### config.mk
export PLATFORM = sky130hd
export DESIGN_NAME = mccr_core_regs
export DESIGN_NICKNAME = d
export VERILOG_FILES = /design/src/mccr_pkg.sv /design/src/mccr_core_regs.sv
export VERILOG_INCLUDE_DIRS = /design/src
export SDC_FILE = /design/constraint.sdc
export NUM_CORES = 1
export LEC_CHECK = 0
export BUFFER_PORTS_ARGS = -buffer_cell sky130_fd_sc_hd__buf_2
export CAP_MARGIN = 30
export CORE_ASPECT_RATIO = 1.2
export CORE_UTILIZATION = 40
export CTS_CLUSTER_SIZE = 8
export DETAILED_ROUTE_END_ITERATION = 12
export GPL_TIMING_DRIVEN = 1
export MAX_ROUTING_LAYER = met4
export SYNTH_ARGS = -nofsm -noshare
export SYNTH_HDL_FRONTEND = slang
export SYNTH_SLANG_ARGS = --single-unit
### constraint.sdc
create_clock -name sys_clk -period 23.9 [get_ports sys_clk]
set_input_delay 1.195 -clock sys_clk [delete_from_list [all_inputs] [get_ports sys_clk]]
set_output_delay 1.195 -clock sys_clk [all_outputs]
set_load 0.03 [all_outputs]
### src/mccr_params.svh
// constants for the core control register bank
`ifndef MCCR_PARAMS_SVH
`define MCCR_PARAMS_SVH
`define MCCR_A_SPL   8'h81
`define MCCR_A_DPL   8'h82
`define MCCR_A_DPH   8'h83
`define MCCR_A_PROGRAM_CONTROL  8'h87
`define MCCR_A_CFG   8'hAF
`define MCCR_A_SPH   8'hB7
`define MCCR_A_STB   8'hBF
`define MCCR_A_PSW   8'hD0
`define MCCR_A_ACC   8'hE0
`define MCCR_R_PROGRAM_CONTROL  8'h00
`define MCCR_R_SPH   8'h89
`define MCCR_R_STB   8'h00
`define MCCR_R_CFG   8'h81
`define MCCR_R_BYTE  8'h00
`define MCCR_R_PC    16'h0000
`define MCCR_R_XREN  1'b1
`define MCCR_B_BAUD  7
`define MCCR_B_BFLG  6
`define MCCR_B_RSV   7
`define MCCR_B_ESER  6
`define MCCR_B_SYNC  5
`define MCCR_B_MOD   4
`define MCCR_B_MODE  2
`define MCCR_B_SBE   1
`define MCCR_B_HFLG  0
`define MCCR_TOP     11'h7FF
`endif

### src/mccr_pkg.sv
// types for the core control register bank
package mccr_pkg;
  typedef enum logic [1:0] {
    MCCR_ADD,
    MCCR_AND,
    MCCR_OR,
    MCCR_XOR
  } mccr_op_e;
  typedef enum logic {
    MCCR_IDLE,
    MCCR_FETCH
  } mccr_fsm_e;
  typedef struct packed {
    logic       wr;
    logic       rd;
    logic [7:0] addr;
    logic [7:0] wdata;
  } mccr_sfr_s;
  typedef struct packed {
    logic       start;
    mccr_op_e   kind;
    logic       use_bank;
    logic [2:0] idx;
    logic [7:0] lit;
  } mccr_op_s;
  typedef struct packed {
    logic           push;
    logic           pop;
    logic           fetch;
    logic [7:0]     opcode;
    logic           retire;
    logic [1:0]     len;
    logic           jump;
    logic [15:0]    target;
    logic           bank_wr;
    logic [2:0]     bank_idx;
    logic [7:0]     bank_wdata;
  } mccr_core_s;
  typedef struct packed {
    logic [7:0]       data_pointer_low;
    logic [7:0]       data_pointer_high;
    logic [7:0]       spl;
    logic [7:0]       stack_pointer_high;
    logic [7:0]       stb;
    logic [7:0]       program_control;
    logic [7:0]       cfg;
    logic [7:0]       program_status_word;
    logic [7:0]       acc;
    logic [15:0]      pc;
    logic [7:0]       ir;
    logic [31:0][7:0] bank;
    logic [7:0]       rdata;
    logic [7:0]       bank_rdata;
    logic             irq;
    logic             rst;
    logic             mark_prev;
    mccr_fsm_e        fsm;
    mccr_op_e         kind;
    logic [7:0]       arg;
    logic             done;
    logic             xram_en;
  } mccr_state_s;
endpackage

### src/mccr_core_regs.sv
// core control register bank with stack guard and bank ALU path
`timescale 1ns/100ps
`default_nettype none
`include "mccr_params.svh"
module mccr_core_regs (
  // clock and reset
  input  wire logic                 sys_clk,
  input  wire logic                 arst_n,
  // direct register access
  input  wire mccr_pkg::mccr_sfr_s  sfr,
  output var  logic [7:0]           sfr_rdata,
  // core events
  input  wire mccr_pkg::mccr_core_s core,
  input  wire mccr_pkg::mccr_op_s   op,
  output var  logic                 op_done,
  output var  logic [7:0]           bank_rdata,
  // core state
  output var  logic [15:0]          pc,
  output var  logic [7:0]           ir,
  output var  logic [7:0]           acc,
  output var  logic [15:0]          pointer_word,
  output var  logic [10:0]          stack_addr,
  // controls to peripherals
  output var  logic                 baud_doubler,
  output var  logic                 enhanced_serial_enable,
  output var  logic                 sync_port_select,
  output var  logic                 carrier_modulation_enable,
  output var  logic                 xram_move_enable,
  // stack guard responses
  output var  logic                 guard_irq,
  output var  logic                 guard_reset
);
  import mccr_pkg::*;

  // stack word is {stack high[2:0], stack low}; start is {stack high[5:3], 0x00}
  // guard checks run only while the protect enable bit is set
  // flags are set by hardware, cleared by writing zero (the hit flag only at or below the mark); a set wins

  logic        rst_m_q;
  logic        rst_n_q;
  mccr_state_s s_q;
  mccr_state_s s_d;

  // reset leaves through two flops so all state exits it on one edge
  always_ff @(posedge sys_clk or negedge arst_n) begin
    if (!arst_n) begin
      rst_m_q <= 1'b0;
      rst_n_q <= 1'b0;
    end else begin
      rst_m_q <= 1'b1;
      rst_n_q <= rst_m_q;
    end
  end

  function automatic logic [4:0] bank_addr(input logic [7:0] program_status_word, input logic [2:0] idx);
    bank_addr = {program_status_word[4:3], idx};
  endfunction

  function automatic logic [10:0] stack_word(input logic [7:0] hi, input logic [7:0] lo);
    stack_word = {hi[2:0], lo};
  endfunction

  function automatic logic [10:0] start_word(input logic [2:0] bits);
    start_word = {bits, 8'h00};
  endfunction

  // level zero puts the mark at the top, where nothing can exceed it
  function automatic logic [10:0] mark_word(input logic [4:0] level);
    mark_word = `MCCR_TOP - {6'h00, level};
  endfunction

  function automatic logic wr_at(input mccr_sfr_s b, input logic [7:0] a);
    wr_at = b.wr && (b.addr == a);
  endfunction

  // read view of the register map; unmapped addresses read as zero
  function automatic logic [7:0] read_mux(input mccr_state_s st, input logic [7:0] a);
    unique case (a)
      `MCCR_A_SPL:  read_mux = st.spl;
      `MCCR_A_DPL:  read_mux = st.data_pointer_low;
      `MCCR_A_DPH:  read_mux = st.data_pointer_high;
      `MCCR_A_PROGRAM_CONTROL: read_mux = st.program_control;
      `MCCR_A_CFG:  read_mux = st.cfg;
      `MCCR_A_SPH:  read_mux = st.stack_pointer_high;
      `MCCR_A_STB:  read_mux = st.stb;
      `MCCR_A_PSW:  read_mux = st.program_status_word;
      `MCCR_A_ACC:  read_mux = st.acc;
      default:      read_mux = 8'h00;
    endcase
  endfunction

  function automatic logic [7:0] alu(input mccr_op_e k, input logic [7:0] a, input logic [7:0] b);
    unique case (k)
      MCCR_ADD: alu = a + b;
      MCCR_AND: alu = a & b;
      MCCR_OR:  alu = a | b;
      MCCR_XOR: alu = a ^ b;
    endcase
  endfunction

  logic [10:0] sp_cur;
  logic [10:0] sp_start;
  logic [10:0] mark;
  logic [10:0] sp_new;
  logic [10:0] sp_wr;
  logic        boundary_protect_enable;
  logic        mark_on;
  logic        move;
  logic        bottom_hit;
  logic        above;
  logic        hit_now;
  logic        viol;

  always_comb begin
    s_d        = s_q;
    s_d.rdata  = 8'h00;
    s_d.done   = 1'b0;
    s_d.irq    = 1'b0;
    s_d.rst    = 1'b0;
    sp_cur     = stack_word(s_q.stack_pointer_high, s_q.spl);
    sp_start   = start_word(s_q.stack_pointer_high[5:3]);
    boundary_protect_enable        = s_q.stb[`MCCR_B_SBE];
    mark       = mark_word(s_q.stb[7:3]);
    mark_on    = boundary_protect_enable && (s_q.stb[7:3] != 5'h00);
    sp_new     = sp_cur;
    move       = 1'b0;
    bottom_hit = 1'b0;
    sp_wr      = sp_cur;

    // push rolls over to start at top, pop may not go below start while the protect enable bit is set
    if (core.push) begin
      move   = 1'b1;
      sp_new = (sp_cur == `MCCR_TOP) ? sp_start : sp_cur + 11'h001;
    end else if (core.pop) begin
      // the pointer at start already holds the bottom entry
      if (boundary_protect_enable && sp_cur <= sp_start) begin
        bottom_hit = 1'b1;
      end else begin
        move   = 1'b1;
        sp_new = sp_cur - 11'h001;
      end
    end

    // register writes
    if (sfr.wr) begin
      if (wr_at(sfr, `MCCR_A_SPL)) begin
        sp_wr = {sp_cur[10:8], sfr.wdata};
      end
      if (wr_at(sfr, `MCCR_A_SPH)) begin
        sp_wr = {sfr.wdata[2:0], sp_cur[7:0]};
      end
      // a refused write keeps the pointer; the start bits still follow
      if (wr_at(sfr, `MCCR_A_SPL) || wr_at(sfr, `MCCR_A_SPH)) begin
        if (boundary_protect_enable && sp_wr < start_word(wr_at(sfr, `MCCR_A_SPH) ? sfr.wdata[5:3] : s_q.stack_pointer_high[5:3])) begin
          bottom_hit = 1'b1;
        end else begin
          move   = 1'b1;
          sp_new = sp_wr;
        end
      end
      unique case (sfr.addr)
        `MCCR_A_DPL:  s_d.data_pointer_low = sfr.wdata;
        `MCCR_A_DPH:  s_d.data_pointer_high = sfr.wdata;
        `MCCR_A_PROGRAM_CONTROL: s_d.program_control = sfr.wdata;
        `MCCR_A_CFG:  s_d.cfg = sfr.wdata;
        `MCCR_A_SPH: begin
          s_d.stack_pointer_high[7]   = sfr.wdata[7];
          s_d.stack_pointer_high[5:3] = sfr.wdata[5:3];
          if (!sfr.wdata[`MCCR_B_BFLG]) begin
            s_d.stack_pointer_high[`MCCR_B_BFLG] = 1'b0;
          end
        end
        `MCCR_A_STB: begin
          s_d.stb[7:1] = sfr.wdata[7:1];
          // clear honoured only at or below the mark
          if (!sfr.wdata[`MCCR_B_HFLG] && sp_cur <= mark) begin
            s_d.stb[`MCCR_B_HFLG] = 1'b0;
          end
        end
        `MCCR_A_PSW:  s_d.program_status_word = sfr.wdata;
        `MCCR_A_ACC:  s_d.acc = sfr.wdata;
        default: ;
      endcase
    end

    if (move) begin
      s_d.spl      = sp_new[7:0];
      s_d.stack_pointer_high[2:0] = sp_new[10:8];
    end

    // flags: hardware set wins over software clear
    above   = mark_on && (stack_word(s_d.stack_pointer_high, s_d.spl) > mark);
    // pulse on entry only; the flag itself stays set while above
    hit_now = above && !s_q.mark_prev;
    s_d.mark_prev = above;
    if (above) begin
      s_d.stb[`MCCR_B_HFLG] = 1'b1;
    end
    if (bottom_hit) begin
      s_d.stack_pointer_high[`MCCR_B_BFLG] = 1'b1;
    end
    viol = hit_now || bottom_hit;
    if (viol) begin
      s_d.irq = !s_q.stb[`MCCR_B_MODE];
      s_d.rst = s_q.stb[`MCCR_B_MODE];
    end

    // program counter and opcode
    // a jump wins over a retire in the same cycle
    if (core.jump) begin
      s_d.pc = core.target;
    end else if (core.retire) begin
      s_d.pc = s_q.pc + {14'h0000, core.len};
    end
    if (core.fetch) begin
      s_d.ir = core.opcode;
    end

    // working banks
    if (core.bank_wr) begin
      s_d.bank[bank_addr(s_q.program_status_word, core.bank_idx)] = core.bank_wdata;
    end
    // bank read is registered: index of the previous cycle
    s_d.bank_rdata = s_q.bank[bank_addr(s_q.program_status_word, core.bank_idx)];

    // accumulator operations
    unique case (s_q.fsm)
      MCCR_IDLE: begin
        if (op.start && op.use_bank) begin
          s_d.acc  = alu(op.kind, s_q.acc, s_q.bank[bank_addr(s_q.program_status_word, op.idx)]);
          s_d.done = 1'b1;
        end else if (op.start) begin
          // literal operand latched now, applied next cycle
          s_d.kind = op.kind;
          s_d.arg  = op.lit;
          s_d.fsm  = MCCR_FETCH;
        end
      end
      MCCR_FETCH: begin
        s_d.acc  = alu(s_q.kind, s_q.acc, s_q.arg);
        s_d.done = 1'b1;
        s_d.fsm  = MCCR_IDLE;
      end
    endcase
    // parity follows the accumulator value being registered
    s_d.program_status_word[0] = ^s_d.acc;
    s_d.xram_en = s_d.cfg[1] | s_d.cfg[0];

    // register reads
    if (sfr.rd) begin
      s_d.rdata = read_mux(s_q, sfr.addr);
    end
  end

  always_ff @(posedge sys_clk or negedge rst_n_q) begin
    if (!rst_n_q) begin
      // defaults loaded while the synchronised reset is low
      s_q      <= '0;
      s_q.program_control <= `MCCR_R_PROGRAM_CONTROL;
      s_q.stack_pointer_high  <= `MCCR_R_SPH;
      s_q.stb  <= `MCCR_R_STB;
      s_q.cfg  <= `MCCR_R_CFG;
      s_q.fsm  <= MCCR_IDLE;
      s_q.kind <= MCCR_ADD;
      s_q.data_pointer_low        <= `MCCR_R_BYTE;
      s_q.data_pointer_high        <= `MCCR_R_BYTE;
      s_q.spl        <= `MCCR_R_BYTE;
      s_q.program_status_word        <= `MCCR_R_BYTE;
      s_q.acc        <= `MCCR_R_BYTE;
      s_q.ir         <= `MCCR_R_BYTE;
      s_q.pc         <= `MCCR_R_PC;
      s_q.rdata      <= `MCCR_R_BYTE;
      s_q.bank_rdata <= `MCCR_R_BYTE;
      s_q.arg        <= `MCCR_R_BYTE;
      s_q.done       <= 1'b0;
      s_q.irq        <= 1'b0;
      s_q.rst        <= 1'b0;
      s_q.mark_prev  <= 1'b0;
      s_q.xram_en    <= `MCCR_R_XREN;
    end else begin
      s_q <= s_d;
    end
  end

  // every output comes straight from the state register
  assign sfr_rdata                 = s_q.rdata;
  assign op_done                   = s_q.done;
  assign bank_rdata                = s_q.bank_rdata;
  assign pc                        = s_q.pc;
  assign ir                        = s_q.ir;
  assign acc                       = s_q.acc;
  assign pointer_word              = {s_q.data_pointer_high, s_q.data_pointer_low};
  assign stack_addr                = {s_q.stack_pointer_high[2:0], s_q.spl};
  assign baud_doubler              = s_q.program_control[`MCCR_B_BAUD];
  assign enhanced_serial_enable    = s_q.cfg[`MCCR_B_ESER];
  assign sync_port_select          = s_q.cfg[`MCCR_B_SYNC];
  assign carrier_modulation_enable = s_q.cfg[`MCCR_B_MOD];
  assign xram_move_enable          = s_q.xram_en;
  assign guard_irq                 = s_q.irq;
  assign guard_reset               = s_q.rst;
endmodule // mccr_core_regs
`default_nettype wire

==> results.json <==
{
  "outcome": "completed",
  "synth_area_leader_cell": "dfrtp_1",
  "route.detailed.drc": 0,
  "grt_overflow": 0,
  "n_antenna_cell": 0,
  "place.port_buffers": 160,
  "worst_ep_required_time_ns": 24.38,
  "netSwitchingFraction": 0.3215,
  "dieHeight_um": 260.6,
  "relSlewSlack": 0.2967,
  "synth_area_um2": 22300,
  "drive_above_1_share": 0.4092,
  "vias": 15060,
  "worst_hold_slack_ns": 0.3459,
  "setup_slack_ns": 18.03,
  "cp_max_fo": 36,
  "synth.distinct_cells": 73,
  "cts_tree": "built",
  "grt_max_degree": 190,
  "final_cells": 2543,
  "drt_first_pass_iters": 6,
  "postLayoutCoreUtil": 0.4509,
  "post_cts_resized": 0,
  "rsz0062_at_grt": "no",
  "power.internal_mw": 1.333,
  "start_kind": "input port",
  "cp.buffers_inverters": 3,
  "ios": 161,
  "p_switching_uw": 631.5,
  "grt_antenna_before_repair": 0,
  "worst_pin_slew_ns": 1.055,
  "htreeDepth": 2,
  "netlist_top_cells_area": "dfrtp_1, mux2_2, mux4_2",
  "pwr-share-seq": 0.409,
  "dominantRegCellSynth": "dfrtp_1",
  "fin_area_um2": 24770,
  "area_delta_synth_final_pct": 11.08,
  "use_met3": 0.03205,
  "gr-usage-met2": 0.3698,
  "cts_max_path_buffers": 3,
  "finalCritPeriodShare": 0.2455,
  "ys_ff_latch": 386,
  "min_period_ns": 5.866,
  "gp_congestion": 0.9093,
  "rows": 94,
  "slew_violations": 0,
  "ys_seq_area_frac": 0.4336,
  "synth_fp_nets": 1884,
  "nets": 1941,
  "place_ws_ns": 17.33,
  "dp_cells": 2471,
  "synth_edf_count": 0,
  "async_flop_share": 1.000,
  "hold_class": "flip-flop to flip-flop",
  "top_usage_layer": "met2",
  "post_cts_buffers": 0,
  "postRouteAntennaNets": 0,
  "arrival_ns": 6.34,
  "ctsHoldBuffers": 0,
  "cts.clk_slew.worst_paths_ns": 0.05,
  "fmax_mhz": 170.5,
  "die-area_um2": 56690,
  "cp_slowest_cell": "buf_4",
  "max_stage_delay_ns": 0.72,
  "globalRouteMet1Util": 0.2879,
  "cp_top_family": "multiplexers",
  "start_util": 0.4059,
  "max-cap-violations": 0,
  "combPwrFrac": 0.236,
  "syn_area_per_cell_um2": 12.73,
  "dieWidth_um": 217.5,
  "grt_pass1_wl_mm": 94.32,
  "synth_cells": 1751,
  "clock_latency_ns": 0.63,
  "track_usage": 0.2256,
  "p_clk_frac": 0.355,
  "peakVddDrop_v": 0.00005689,
  "place_hpwl_mm": 41.43,
  "power_density_nw_per_um2": 79.30,
  "numCtsBuffers": 54,
  "skew_ns": 0.05526,
  "placed_area_um2": 23240,
  "grt_pass1_vias": 15320,
  "drt-total-wl_mm": 61.37,
  "crit_path_end_kind": "flip-flop",
  "ctsRootBufferMaster": "clkbuf_16",
  "coreArea_um2": 54930,
  "leakagePower_nw": 11.17,
  "yosys.area.top_type_share": 0.4265,
  "vias_per_cell": 5.920,
  "p_total_mw": 1.964,
  "worstPathCellList": "buf_4, buf_4, mux4_2, mux4_2, mux2i_1, inv_1, ha_1, fa_1, a21oi_1, o21ai_0, o31a_1, a211o_1, a32o_1, xor2_1, xnor3_1, xnor2_1, xnor2_1",
  "nFillCells": 4934,
  "dr.first_iter.drc_count": 1252,
  "setup_tns_ns": 0,
  "yosys_warnings": 0,
  "finalHoldViolations": 0,
  "routed_wire_length_per_instance_um": 24.13,
  "clock-sinks": 386,
  "worstSetupPathType": "input port to flip-flop",
  "setup_viol": 0
}
[metal layers]
layer,vias to the layer above,part of all wire
li1,6548,-
met1,7897,0.42
met2,488,0.50
met3,122,0.048
met4,0,0.031
met5,-,0
[power by group through the flow]
stage,registers [mW],clock network (mW),logic (mW)
final,0.803,0.698,0.463
after global routing,0.811,0.741,0.504
after CTS,0.801,0.716,0.463
after detailed placement,0.812,0,0.462
after global placement,0.809,0,0.455
after floorplan,0.778,0,0.374
[sequential cells by signal (all words and copies together), names as in the netlist, 8 cells and up]
register	cells
stack_addr	11
ir	8
acc	8
sfr_rdata	8
bank_rdata	8
pointer_word	16
pc	16
s_q	300
[path summary, 6_finish.rpt]
kind,cells after the start,end,startpoint,slack [ns]
setup reg to reg,18,guard_reset,stack_addr[8],19.00
hold / removal,0,rst_n_q,rst_m_q,0.35
min in group asynchronous,0,s_q[127],rst_n_q,0.39
hold reg to reg,0,rst_n_q,rst_m_q,0.35
max in group asynchronous,1,s_q[158],rst_n_q,21.94
setup / recovery,17,s_q[320],op[8],18.03
[Yosys cell counts, drive strengths merged (4+ instances only)]
library cell,count
xnor2,9
o21a,5
nor2b,43
nor3,15
nand2,98
and2,8
buf,104
mux2i,27
mux4,156
or3,4
a211oi,6
a222oi,9
nand2b,10
a31oi,13
clkbuf,80
nand4,8
o21ai,65
a21oi,42
inv,69
dfrtp,380
dfstp,6
a2111oi,4
nand3,25
a21o,5
o311ai,4
ha,52
a221oi,10
a32o,5
and3,11
nor4,16
xor2,17
mux2,320
and4,6
nor2,59
nor3b,5
nand3b,6
[layout by cell type, fill, tap and decap left out, drive strengths merged, types with 4 or more instances in the layout]
master   netlist  routed
nor3b          5       5
a32o           5       5
a222oi         9       9
a21o           5       5
or3            4       4
clkbuf        80      68
a211oi         6       6
inv           69      69
mux2i         27      27
nand3b         6       6
o311ai         4       4
and4           6       6
a221oi        10      10
a21oi         42      42
nand3         25      25
dfstp          6       6
nand2         98      98
a31oi         13      13
xor2          17      17
nor2b         43      43
mux4         156     156
o21ai         65      65
xnor2          9       9
dfrtp        380     380
nand4          8       8
buf          104     185
o21a           5       5
mux2         320     320
and2           8       8
a2111oi        4       4
and3          11      11
nor3          15      15
nor4          16      16
nor2          59      59
nand2b        10      10
ha            52      52
[cells by family (layout without fill, tap and decap cells)]
logic type | count (synthesis) | after routing | share of synthesized area
fa+ha+maj | 55 | 55 | 0.03188
simple gates | 326 | 326 | 0.07593
compound gates | 200 | 200 | 0.05949
buf+inv | 253 | 325 | 0.05640
flops | 386 | 386 | 0.4336
other cells | 1 | 1 | 0.0001682
mux | 503 | 503 | 0.3313
xor+xnor | 27 | 27 | 0.01122
[cell type report]
cell class              count  area, µm²  area share
clock buffers              68       1424     0.05749
repair buffers            185       1059     0.04274
flip-flops and latches    386       9672      0.3905
clock inverters             3      76.32    0.003082
well taps                 720      900.9     0.03637
multi-input cells        1112      11380      0.4593
inverters                  69      259.0     0.01046
Power figures use the tool's default switching activity.
